`src/phy_regs_pkg.sv`:
```
// Package for the PHY auto-negotiation status and vendor configuration bank.
// Assumes a 16-bit management register space addressed by register number.
package phy_regs_pkg;

  // ----------------------------------------------------------------
  // Register numbers
  // ----------------------------------------------------------------
  localparam logic [4:0] partner_ability_addr   = 5'h05;
  localparam logic [4:0] autoneg_expansion_addr = 5'h06;
  localparam logic [4:0] vendor_config_addr     = 5'h10;

  // ----------------------------------------------------------------
  // Partner ability fields
  // ----------------------------------------------------------------
  localparam int          pa_ten_full_bit = 6;
  localparam int          pa_ten_half_bit = 5;
  localparam int          pa_sel_lsb      = 0;
  localparam logic [4:0]  pa_sel_reset    = 5'h00;

  // ----------------------------------------------------------------
  // Expansion fields
  // ----------------------------------------------------------------
  localparam int ex_fault_bit   = 4;
  localparam int ex_lp_np_bit   = 3;
  localparam int ex_np_bit      = 2;
  localparam int ex_page_rx_bit = 1;
  localparam int ex_lp_an_bit   = 0;

  // ----------------------------------------------------------------
  // Vendor configuration fields
  // ----------------------------------------------------------------
  localparam int vc_block_coder_bit  = 15;
  localparam int vc_scrambler_bit    = 14;
  localparam int vc_align_bit        = 13;
  localparam int vc_force_detect_bit = 12;
  localparam int vc_copper_fiber_bit = 10;
  localparam int vc_reserved_ro_bit  = 9;
  localparam int vc_force_link_bit   = 7;
  localparam int vc_reduced_pwr_bit  = 4;
  localparam int vc_sm_reset_bit     = 3;
  localparam int vc_preamble_bit     = 2;
  localparam int vc_sleep_bit        = 1;
  localparam int vc_loopout_bit      = 0;

  // Writable bits (16.9 excluded) and reset value
  localparam logic [15:0] vc_write_mask = 16'hFDFF;
  localparam logic [15:0] vc_reset      = 16'h0414;

  // Cycles the state machine reset pulse is held
  localparam logic [3:0]  sm_reset_cycles = 4'h4;

endpackage : phy_regs_pkg
```
`src/phy_autoneg_status_vendor_config.sv`:
```
// PHY management register bank: partner ability, expansion, vendor config.
// Assumes partner inputs come from auto-negotiation logic on core_clk.
//
// What this block does
// - Partner ability register filled by negotiation, read-only
// - Bit 5.6 shows partner ten full duplex
// - Bit 5.5 shows partner ten half duplex
// - Bits 4..0 hold partner selector code
// - Expansion bits 15..5 read zero always
// - Parallel detect fault latched high
// - Bit 6.3 shows partner next page able
// - Local next page able reads zero
// - Page received latched, cleared by expansion read
// - Bit 6.0 shows partner autoneg able
// - Bit 16.15 bypasses block coder
// - Bit 16.14 bypasses scrambler and descrambler
// - Bit 16.13 bypasses alignment and coding path
// - Bit 16.12 forces signal detect active
// - Bit 16.10 selects copper or fiber
// - Bit 16.7 forces good link at 100
// - Bit 16.4 enables auto reduced power
// - Bit 16.3 resets state machines, self-clears
// - Bit 16.2 enables preamble suppression
// - Sleep powers down; wake resets state machines
// - Bit 16.0 loops receive data out
`timescale 1ns/1ps

module phy_autoneg_status_vendor_config (
  // Clock and reset
  input  wire logic        core_clk,
  input  wire logic        rst_n,
  input  wire logic        clk_en,
  // Register port
  input  wire logic [4:0]  reg_addr,
  input  wire logic [15:0] reg_wdata,
  input  wire logic        reg_wr,
  input  wire logic        reg_rd,
  output logic      [15:0] reg_rdata,
  // Partner abilities from negotiation
  input  wire logic        partner_ten_full_duplex,
  input  wire logic        partner_ten_half_duplex,
  input  wire logic [4:0]  partner_selector,
  input  wire logic        partner_update,
  input  wire logic        partner_next_page_able,
  input  wire logic        partner_autoneg_able,
  input  wire logic        parallel_detect_fault,
  input  wire logic        page_received,
  // Controls to the transceiver
  output logic             bypass_block_coder,
  output logic             bypass_scrambler,
  output logic             bypass_symbol_alignment,
  output logic             force_signal_detect,
  output logic             copper_fiber_select,
  output logic             force_link_100,
  output logic             auto_reduced_power_enable,
  output logic             state_machine_reset,
  output logic             mgmt_preamble_suppress,
  output logic             sleep_power_down,
  output logic             remote_loopout
);

  // ----------------------------------------------------------------
  // State
  // ----------------------------------------------------------------
  typedef struct packed {
    logic [15:0] partner;
    logic        fault;
    logic        lp_np;
    logic        page_rx;
    logic        lp_an;
    logic [15:0] cfg;
    logic [3:0]  rst_cnt;
    logic        sleep_prev;
    logic [15:0] rdata;
  } state_s;

  state_s st;
  state_s next_st;

  logic rd_exp;
  logic wr_cfg;
  logic wake;

  assign rd_exp = reg_rd && (reg_addr == phy_regs_pkg::autoneg_expansion_addr);
  assign wr_cfg = reg_wr && (reg_addr == phy_regs_pkg::vendor_config_addr);
  assign wake   = st.sleep_prev && !st.cfg[phy_regs_pkg::vc_sleep_bit];

  // Next-state logic for all registers
  always_comb begin
    next_st = st;
    // Partner ability captured on each negotiation update
    if (partner_update) begin
      next_st.partner = 16'h0000;
      next_st.partner[phy_regs_pkg::pa_ten_full_bit] = partner_ten_full_duplex;
      next_st.partner[phy_regs_pkg::pa_ten_half_bit] = partner_ten_half_duplex;
      next_st.partner[phy_regs_pkg::pa_sel_lsb +: 5] = partner_selector;
    end
    next_st.lp_np = partner_next_page_able;
    next_st.lp_an = partner_autoneg_able;
    // Latched-high status; a new event beats the read clear
    next_st.fault = st.fault || parallel_detect_fault;
    if (rd_exp) begin
      next_st.page_rx = 1'b0;
    end
    if (page_received) begin
      next_st.page_rx = 1'b1;
    end
    // Configuration write; reserved read-only bit masked
    if (wr_cfg) begin
      next_st.cfg = reg_wdata & phy_regs_pkg::vc_write_mask;
    end
    // Self-clearing state machine reset, also started on wake
    next_st.sleep_prev = st.cfg[phy_regs_pkg::vc_sleep_bit]; // One cycle behind, so wake can see 1->0
    if (st.rst_cnt != 4'h0) begin
      next_st.rst_cnt = st.rst_cnt - 4'h1;
      if (st.rst_cnt == 4'h1) begin
        next_st.cfg[phy_regs_pkg::vc_sm_reset_bit] = 1'b0;
      end
    end else if (st.cfg[phy_regs_pkg::vc_sm_reset_bit] || wake) begin
      next_st.rst_cnt = phy_regs_pkg::sm_reset_cycles;
    end
    // Read data, valid the cycle after the strobe
    next_st.rdata = 16'h0000;
    if (reg_rd) begin
      unique case (reg_addr)
        phy_regs_pkg::partner_ability_addr: next_st.rdata = st.partner;
        phy_regs_pkg::autoneg_expansion_addr: begin
          next_st.rdata[phy_regs_pkg::ex_fault_bit]   = st.fault;
          next_st.rdata[phy_regs_pkg::ex_lp_np_bit]   = st.lp_np;
          next_st.rdata[phy_regs_pkg::ex_np_bit]      = 1'b0;
          next_st.rdata[phy_regs_pkg::ex_page_rx_bit] = st.page_rx;
          next_st.rdata[phy_regs_pkg::ex_lp_an_bit]   = st.lp_an;
        end
        phy_regs_pkg::vendor_config_addr: next_st.rdata = st.cfg;
        default: next_st.rdata = 16'h0000;
      endcase
    end
  end

  // State register with clock enable and synchronous reset
  always_ff @(posedge core_clk) begin
    if (!rst_n) begin
      st.partner    <= {11'h000, phy_regs_pkg::pa_sel_reset};
      st.fault      <= 1'b0;
      st.lp_np      <= 1'b0;
      st.page_rx    <= 1'b0;
      st.lp_an      <= 1'b0;
      st.cfg        <= phy_regs_pkg::vc_reset;
      st.rst_cnt    <= 4'h0;
      st.sleep_prev <= 1'b0;
      st.rdata      <= 16'h0000;
    end else if (clk_en) begin
      st <= next_st;
    end
  end

  // ----------------------------------------------------------------
  // Outputs
  // ----------------------------------------------------------------
  assign reg_rdata                 = st.rdata;
  assign bypass_block_coder        = st.cfg[phy_regs_pkg::vc_block_coder_bit];
  assign bypass_scrambler          = st.cfg[phy_regs_pkg::vc_scrambler_bit];
  assign bypass_symbol_alignment   = st.cfg[phy_regs_pkg::vc_align_bit];
  assign force_signal_detect       = st.cfg[phy_regs_pkg::vc_force_detect_bit];
  assign copper_fiber_select       = st.cfg[phy_regs_pkg::vc_copper_fiber_bit];
  assign force_link_100            = st.cfg[phy_regs_pkg::vc_force_link_bit];
  assign auto_reduced_power_enable = st.cfg[phy_regs_pkg::vc_reduced_pwr_bit];
  assign state_machine_reset       = (st.rst_cnt != 4'h0);
  assign mgmt_preamble_suppress    = st.cfg[phy_regs_pkg::vc_preamble_bit];
  assign sleep_power_down          = st.cfg[phy_regs_pkg::vc_sleep_bit];
  assign remote_loopout            = st.cfg[phy_regs_pkg::vc_loopout_bit];

  // ----------------------------------------------------------------
  // Assertions
  // ----------------------------------------------------------------
  exp_upper_zero_a: assert property (@(posedge core_clk) disable iff (!rst_n)
    clk_en && rd_exp |=> reg_rdata[15:5] == 11'h000)
    else $error("expansion upper bits not zero");

  local_next_page_able_zero_a: assert property (@(posedge core_clk) disable iff (!rst_n)
    clk_en && rd_exp |=> !reg_rdata[2])
    else $error("local next page able set");

  page_clear_a: assert property (@(posedge core_clk) disable iff (!rst_n)
    clk_en && rd_exp && !page_received |=> !st.page_rx)
    else $error("page received not cleared");

  page_set_a: assert property (@(posedge core_clk) disable iff (!rst_n)
    clk_en && page_received |=> st.page_rx)
    else $error("page received lost");

  fault_latch_a: assert property (@(posedge core_clk) disable iff (!rst_n)
    clk_en && parallel_detect_fault |=> st.fault)
    else $error("fault not latched");

  ro_bit_zero_a: assert property (@(posedge core_clk) disable iff (!rst_n)
    !st.cfg[phy_regs_pkg::vc_reserved_ro_bit])
    else $error("reserved config bit set");

  cfg_write_a: assert property (@(posedge core_clk) disable iff (!rst_n)
    clk_en && wr_cfg |=> copper_fiber_select == $past(reg_wdata[10]))
    else $error("copper fiber select not written");

  smr_pulse_a: assert property (@(posedge core_clk) disable iff (!rst_n)
    clk_en && $rose(st.cfg[phy_regs_pkg::vc_sm_reset_bit]) && st.rst_cnt == 4'h0
      |=> state_machine_reset)
    else $error("state machine reset not started");

  partner_cap_a: assert property (@(posedge core_clk) disable iff (!rst_n)
    clk_en && partner_update |=> st.partner[6] == $past(partner_ten_full_duplex))
    else $error("partner full duplex not captured");

  // ----------------------------------------------------------------
  // Partner ability checks
  // ----------------------------------------------------------------

  partner_hold_a: assert property (@(posedge core_clk) disable iff (!rst_n)
    clk_en && !partner_update |=> $stable(st.partner))
    else $error("partner ability changed without update");

  partner_upper_a: assert property (@(posedge core_clk) disable iff (!rst_n)
    st.partner[15:7] == 9'h000)
    else $error("partner ability upper bits set");

  partner_wr_ignored_a: assert property (@(posedge core_clk) disable iff (!rst_n)
    clk_en && reg_wr && reg_addr == phy_regs_pkg::partner_ability_addr && !partner_update
      |=> $stable(st.partner))
    else $error("partner ability written by management");

  partner_read_a: assert property (@(posedge core_clk) disable iff (!rst_n)
    clk_en && reg_rd && reg_addr == phy_regs_pkg::partner_ability_addr
      |=> reg_rdata == $past(st.partner))
    else $error("partner ability read wrong");

  partner_half_a: assert property (@(posedge core_clk) disable iff (!rst_n)
    clk_en && partner_update |=> st.partner[5] == $past(partner_ten_half_duplex))
    else $error("partner half duplex not captured");

  partner_sel_a: assert property (@(posedge core_clk) disable iff (!rst_n)
    clk_en && partner_update |=> st.partner[4:0] == $past(partner_selector))
    else $error("partner selector not captured");

  // ----------------------------------------------------------------
  // Expansion checks
  // ----------------------------------------------------------------

  lp_np_track_a: assert property (@(posedge core_clk) disable iff (!rst_n)
    clk_en |=> st.lp_np == $past(partner_next_page_able))
    else $error("partner next page flag not tracked");

  exp_np_read_a: assert property (@(posedge core_clk) disable iff (!rst_n)
    clk_en && rd_exp |=> reg_rdata[3] == $past(st.lp_np))
    else $error("partner next page read wrong");

  lp_an_track_a: assert property (@(posedge core_clk) disable iff (!rst_n)
    clk_en |=> st.lp_an == $past(partner_autoneg_able))
    else $error("partner autoneg flag not tracked");

  exp_an_read_a: assert property (@(posedge core_clk) disable iff (!rst_n)
    clk_en && rd_exp |=> reg_rdata[0] == $past(st.lp_an))
    else $error("partner autoneg read wrong");

  fault_sticky_a: assert property (@(posedge core_clk) disable iff (!rst_n)
    clk_en && st.fault |=> st.fault)
    else $error("fault flag dropped");

  exp_fault_read_a: assert property (@(posedge core_clk) disable iff (!rst_n)
    clk_en && rd_exp |=> reg_rdata[4] == $past(st.fault))
    else $error("fault flag read wrong");

  page_read_a: assert property (@(posedge core_clk) disable iff (!rst_n)
    clk_en && rd_exp |=> reg_rdata[1] == $past(st.page_rx))
    else $error("page flag read wrong");

  page_hold_a: assert property (@(posedge core_clk) disable iff (!rst_n)
    clk_en && !rd_exp && !page_received |=> st.page_rx == $past(st.page_rx))
    else $error("page flag changed without cause");

  exp_wr_ignored_a: assert property (@(posedge core_clk) disable iff (!rst_n)
    clk_en && reg_wr && reg_addr == phy_regs_pkg::autoneg_expansion_addr
      && !page_received && !parallel_detect_fault
      |=> st.page_rx == $past(st.page_rx) && st.fault == $past(st.fault))
    else $error("expansion flags written by management");

  // ----------------------------------------------------------------
  // Configuration and read data checks
  // ----------------------------------------------------------------

  bypass_coder_a: assert property (@(posedge core_clk) disable iff (!rst_n)
    clk_en && wr_cfg |=>
      bypass_block_coder == $past(reg_wdata[phy_regs_pkg::vc_block_coder_bit]))
    else $error("block coder bypass not written");

  bypass_scr_a: assert property (@(posedge core_clk) disable iff (!rst_n)
    clk_en && wr_cfg |=>
      bypass_scrambler == $past(reg_wdata[phy_regs_pkg::vc_scrambler_bit]))
    else $error("scrambler bypass not written");

  bypass_align_a: assert property (@(posedge core_clk) disable iff (!rst_n)
    clk_en && wr_cfg |=>
      bypass_symbol_alignment == $past(reg_wdata[phy_regs_pkg::vc_align_bit]))
    else $error("alignment bypass not written");

  force_detect_a: assert property (@(posedge core_clk) disable iff (!rst_n)
    clk_en && wr_cfg |=>
      force_signal_detect == $past(reg_wdata[phy_regs_pkg::vc_force_detect_bit]))
    else $error("forced signal detect not written");

  force_link_a: assert property (@(posedge core_clk) disable iff (!rst_n)
    clk_en && wr_cfg |=>
      force_link_100 == $past(reg_wdata[phy_regs_pkg::vc_force_link_bit]))
    else $error("forced link not written");

  reduced_pwr_a: assert property (@(posedge core_clk) disable iff (!rst_n)
    clk_en && wr_cfg |=>
      auto_reduced_power_enable == $past(reg_wdata[phy_regs_pkg::vc_reduced_pwr_bit]))
    else $error("reduced power enable not written");

  preamble_a: assert property (@(posedge core_clk) disable iff (!rst_n)
    clk_en && wr_cfg |=>
      mgmt_preamble_suppress == $past(reg_wdata[phy_regs_pkg::vc_preamble_bit]))
    else $error("preamble suppression not written");

  sleep_write_a: assert property (@(posedge core_clk) disable iff (!rst_n)
    clk_en && wr_cfg |=>
      sleep_power_down == $past(reg_wdata[phy_regs_pkg::vc_sleep_bit]))
    else $error("sleep not written");

  loopout_a: assert property (@(posedge core_clk) disable iff (!rst_n)
    clk_en && wr_cfg |=>
      remote_loopout == $past(reg_wdata[phy_regs_pkg::vc_loopout_bit]))
    else $error("remote loopout not written");

  cfg_hold_a: assert property (@(posedge core_clk) disable iff (!rst_n)
    clk_en && !wr_cfg |=>
      st.cfg[15:4] == $past(st.cfg[15:4]) && st.cfg[2:0] == $past(st.cfg[2:0]))
    else $error("configuration changed without write");

  ro_write_zero_a: assert property (@(posedge core_clk) disable iff (!rst_n)
    clk_en && wr_cfg |=> !st.cfg[phy_regs_pkg::vc_reserved_ro_bit])
    else $error("reserved config bit took a write");

  cfg_read_a: assert property (@(posedge core_clk) disable iff (!rst_n)
    clk_en && reg_rd && reg_addr == phy_regs_pkg::vendor_config_addr
      |=> reg_rdata == $past(st.cfg))
    else $error("configuration read wrong");

  ro_read_zero_a: assert property (@(posedge core_clk) disable iff (!rst_n)
    clk_en && reg_rd && reg_addr == phy_regs_pkg::vendor_config_addr
      |=> !reg_rdata[phy_regs_pkg::vc_reserved_ro_bit])
    else $error("reserved config bit read as one");

  rdata_idle_a: assert property (@(posedge core_clk) disable iff (!rst_n)
    clk_en && !reg_rd |=> reg_rdata == 16'h0000)
    else $error("read data not zero without read");

  unmapped_rd_a: assert property (@(posedge core_clk) disable iff (!rst_n)
    clk_en && reg_rd && reg_addr != phy_regs_pkg::partner_ability_addr
      && reg_addr != phy_regs_pkg::autoneg_expansion_addr
      && reg_addr != phy_regs_pkg::vendor_config_addr |=> reg_rdata == 16'h0000)
    else $error("unmapped read not zero");

  // ----------------------------------------------------------------
  // State machine reset checks
  // ----------------------------------------------------------------

  wake_reset_a: assert property (@(posedge core_clk) disable iff (!rst_n)
    clk_en && wake && st.rst_cnt == 4'h0 |=> state_machine_reset)
    else $error("wake did not reset state machines");

  sleep_track_a: assert property (@(posedge core_clk) disable iff (!rst_n)
    clk_en |=> st.sleep_prev == $past(st.cfg[phy_regs_pkg::vc_sleep_bit]))
    else $error("sleep history not tracked");

  smr_count_a: assert property (@(posedge core_clk) disable iff (!rst_n)
    clk_en && st.rst_cnt != 4'h0 |=> st.rst_cnt == $past(st.rst_cnt) - 4'h1)
    else $error("reset counter not counting down");

  smr_clear_a: assert property (@(posedge core_clk) disable iff (!rst_n)
    clk_en && st.rst_cnt == 4'h1 |=> !st.cfg[phy_regs_pkg::vc_sm_reset_bit])
    else $error("reset bit not self-cleared");

  smr_idle_a: assert property (@(posedge core_clk) disable iff (!rst_n)
    clk_en && st.rst_cnt == 4'h0 && !st.cfg[phy_regs_pkg::vc_sm_reset_bit] && !wake
      |=> !state_machine_reset)
    else $error("state machine reset without cause");

endmodule : phy_autoneg_status_vendor_config

```
`config.mk`:
```
export PLATFORM = sky130hd
export DESIGN_NAME = phy_autoneg_status_vendor_config
export DESIGN_NICKNAME = d
export VERILOG_FILES = /design/src/phy_regs_pkg.sv /design/src/phy_autoneg_status_vendor_config.sv
export SDC_FILE = /design/constraint.sdc
export NUM_CORES = 1
export LEC_CHECK = 0
export BUFFER_PORTS_ARGS = -buffer_cell sky130_fd_sc_hd__buf_4
export CORE_MARGIN = 5
export CORE_UTILIZATION = 50
export DETAILED_ROUTE_END_ITERATION = 16
export PLACE_DENSITY = 0.88
export SLEW_MARGIN = 25
export SYNTH_ARGS = -nofsm -noshare
export SYNTH_HDL_FRONTEND = slang
export SYNTH_SLANG_ARGS = --single-unit
```
`constraint.sdc`:
```
create_clock -name core_clk -period 2.25 [get_ports core_clk]
set_input_delay 0.45 -clock core_clk [delete_from_list [all_inputs] [get_ports core_clk]]
set_output_delay 0.45 -clock core_clk [all_outputs]
set_load 0.03 [all_outputs]
```
==> flow_summary_export.csv <==
group,metric,value,unit
final_layout,syn_to_final_growth,22.33,%
grt,track_usage,17.28,%
drt,avgViaCountPerCell,5.287,
clocking,postCtsResizedCells,0,
synth,ys_seq_area_share,44.18,%
setup_path,critPathArrivalTime,1.43,ns
drt,firstDrtPassIters,4,
sta,hold_viol,0,
drt,totalWireLength,4.611,mm
clocking,cts.sinks,46,
placed_design,gp_congestion,0.7831,
drt,drc_errors,0,
drt,ant_nets,0,
setup_path,end_kind,"output port",
sta,fin_worst_skew,0.006915,ns
drt,avgRoutedWirePerCell,14.36,um
die,die-width,74.57,um
die,rows,23,
clocking,cts_buffers,5,
power,p_leak,1.106,nW
grt,gr-total-overflow,0,
run_status,status,"completed",
die,fp.coreArea,4029,um2
placed_design,pre_cts_slack,0.1330,ns
power,power_density,578.3,nW/um2
setup_path,crit_type,"reg -> out",
setup_path,cp.required,1.80,ns
sta,fmax,532.5,MHz
clocking,htreeDepth,2,
clocking,clockBufferDepth,2,
power,power,1.475,mW
synth,syn-cell-area,2084,um2
placed_design,io_buffers,62,
placed_design,dpl.hpwl,3.352,mm
synth,avgSynthCellArea,9.223,um2
synth,ys_ff_latch,46,
worst_hold_path,worstHoldPathType,"in -> reg",
clocking,clock_latency,0.29,ns
clocking,root_buffer,"clkbuf_8",
drt,drt_iter0_markers,152,
clocking,cts_hold_buf,0,
sta,slew_violations,0,
power,vdd_drop_max,359.8,uV
sta,fin_crit_sh,83.46,%
synth,yosysWarnings,0,
die,num_io_pins,65,
grt,antenna_found_initial,0,
flow_run,cap_violations,0,
setup_path,critPathMaxFanout,7,
drt,vias,1697,
sta,report.final.setup_viol,0,
sta,fin_crit,1.878,ns
sta,rsz0062_at_grt,"no",
die,chipHeight,74.57,um
grt,grt_max_degree,43,
die,initial_core_util,51.74,%
clocking,clk_pin_slew_worst_paths,0.08,ns
die,dieArea,5560,um2
synth,ys_types,31,
clocking,cts_setup_buffers,0,
final_layout,drive_gt1_share,28.04,%
final_layout,stdcell_count,321,
setup_path,crit_path_start_kind,"flip-flop",
final_layout,diodes,0,
synth,synth_nets,264,
synth,postSynthCellCount,226,
clocking,tritoncts,"built",
sta,layout_setup_ws,0.3722,ns
grt,grt_pass1_wl,7.334,mm
grt,grt_pass1_vias,1599,
placed_design,place_inst,313,
final_layout,nNetsFinal,308,
sta,fin_tns_setup,0,ns
==> registers in the layout, indices dropped and copies added, names as in the netlist <==
signal and count:
bypass_scrambler 1, bypass_block_coder 1, reg_rdata 15, st 21, copper_fiber_select 1, bypass_symbol_alignment 1, mgmt_preamble_suppress 1, force_link_100 1
sleep_power_down 1, remote_loopout 1, auto_reduced_power_enable 1, force_signal_detect 1
==> through the flow <==
| stage | utilization [%] | cell area (um2) | hold slack [ns] |
|---|---|---|---|
| floorplan | - | 2085 | 0.4263 |
| global placement | 61.02 | 2459 | 0.4357 |
| detailed placement | 61.02 | 2459 | 0.4444 |
| CTS | 63.29 | 2550 | 0.3626 |
| global route | 63.29 | 2550 | 0.3678 |
| finish | 63.29 | 2550 | 0.3673 |
==> logic make-up after synthesis <==
group	count (synthesis)	share of synthesized area [%]
simple gates	88	24.07
flops	46	44.18
compound gates	42	13.27
buf+inv	29	8.824
mux	18	8.643
xor+xnor	2	0.8405
other cells	1	0.1799
==> layout by cell type, fill, tap and decap left out, drive strengths merged <==
| cell type | count |
|---|---|
| or4 | 1 |
| or3 | 1 |
| o311a | 1 |
| a21oi | 10 |
| o41ai | 2 |
| nand3b | 9 |
| nor2 | 4 |
| mux2i | 18 |
| a21boi | 16 |
| nor3b | 1 |
| a211o | 1 |
| xor2 | 2 |
| or4bb | 1 |
| nand2b | 10 |
| o21ai | 8 |
| o211ai | 1 |
| dfxtp | 46 |
| nand2 | 21 |
| conb | 1 |
| or3b | 1 |
| clkinv | 1 |
| or4b | 1 |
| nand4b | 1 |
| clkbuf | 7 |
| nor2b | 18 |
| buf | 66 |
| nand3 | 16 |
| and3 | 1 |
| a22oi | 3 |
| nor3 | 2 |
==> synth_stat cells <==
| cell type | instances | area (um2) |
|---|---|---|
| a211o_1 | 1 | 8.760 |
| a21boi_0 | 16 | 120.1 |
| a21oi_1 | 10 | 50.05 |
| a22oi_1 | 3 | 22.52 |
| and3_1 | 1 | 6.260 |
| buf_1 | 3 | 11.26 |
| buf_4 | 16 | 120.1 |
| buf_6 | 2 | 22.52 |
| clkbuf_1 | 8 | 30.03 |
| conb_1 | 1 | 3.750 |
| dfxtp_1 | 46 | 920.9 |
| mux2i_1 | 18 | 180.2 |
| nand2_1 | 21 | 78.83 |
| nand2b_1 | 10 | 62.56 |
| nand3_1 | 16 | 80.08 |
| nand3b_1 | 9 | 67.56 |
| nand4b_1 | 1 | 8.760 |
| nor2_1 | 4 | 15.01 |
| nor2b_1 | 18 | 112.6 |
| nor3_1 | 2 | 10.01 |
| nor3b_2 | 1 | 12.51 |
| o211ai_1 | 1 | 7.510 |
| o21ai_0 | 8 | 40.04 |
| o311a_1 | 1 | 10.01 |
| o41ai_1 | 2 | 17.52 |
| or3_1 | 1 | 6.260 |
| or3b_2 | 1 | 8.760 |
| or4_1 | 1 | 7.510 |
| or4b_4 | 1 | 13.76 |
| or4bb_1 | 1 | 11.26 |
| xor2_1 | 2 | 17.52 |
==> report_power, final <==
part / total, mW / internal (mW) / leakage [nW] / switching, mW
sequential: 0.832 / 0.825 / 0.372 / 0.00714
combinational: 0.135 / 0.0724 / 0.686 / 0.0626
clock: 0.507 / 0.248 / 0.0482 / 0.259
==> worst max-delay path, cell delays in order (launching register included) <==
cell     delay [ns]
dfxtp_1        0.37
or4_1          0.57
buf_4          0.20
==> routing by layer <==
layer	wire [um]	up-vias	track usage [%]
met5	0	-	0
met4	51	0	7.708
met3	370	6	5.135
met2	2246	54	26.63
met1	1942	788	22.35
li1	-	849	-
==> layout make-up <==
type	count	area, um2
Fill cell	376	1479
Multi-Input combinational cell	151	979.7
Sequential cell	46	920.9
Timing Repair Buffer	66	495.5
Clock buffer	7	86.33
Tap cell	50	62.56
Clock inverter	1	5.005
==> worst paths after layout <==
kind / from / to / slack (ns) / depth (start not counted)
hold reg to reg: reg_rdata[3]$_SDFFE_PN0P_ / reg_rdata[3]$_SDFFE_PN0P_ / 0.46 / 2
setup reg to reg: st[18]$_SDFFE_PN0P_ / st[19]$_SDFFE_PN0P_ / 0.90 / 3
setup / recovery: st[18]$_SDFFE_PN0P_ / state_machine_reset / 0.37 / 2
hold / removal: reg_wdata[2] / mgmt_preamble_suppress$_SDFFE_PN1P_ / 0.37 / 3
(Power assumes the default switching activity.)
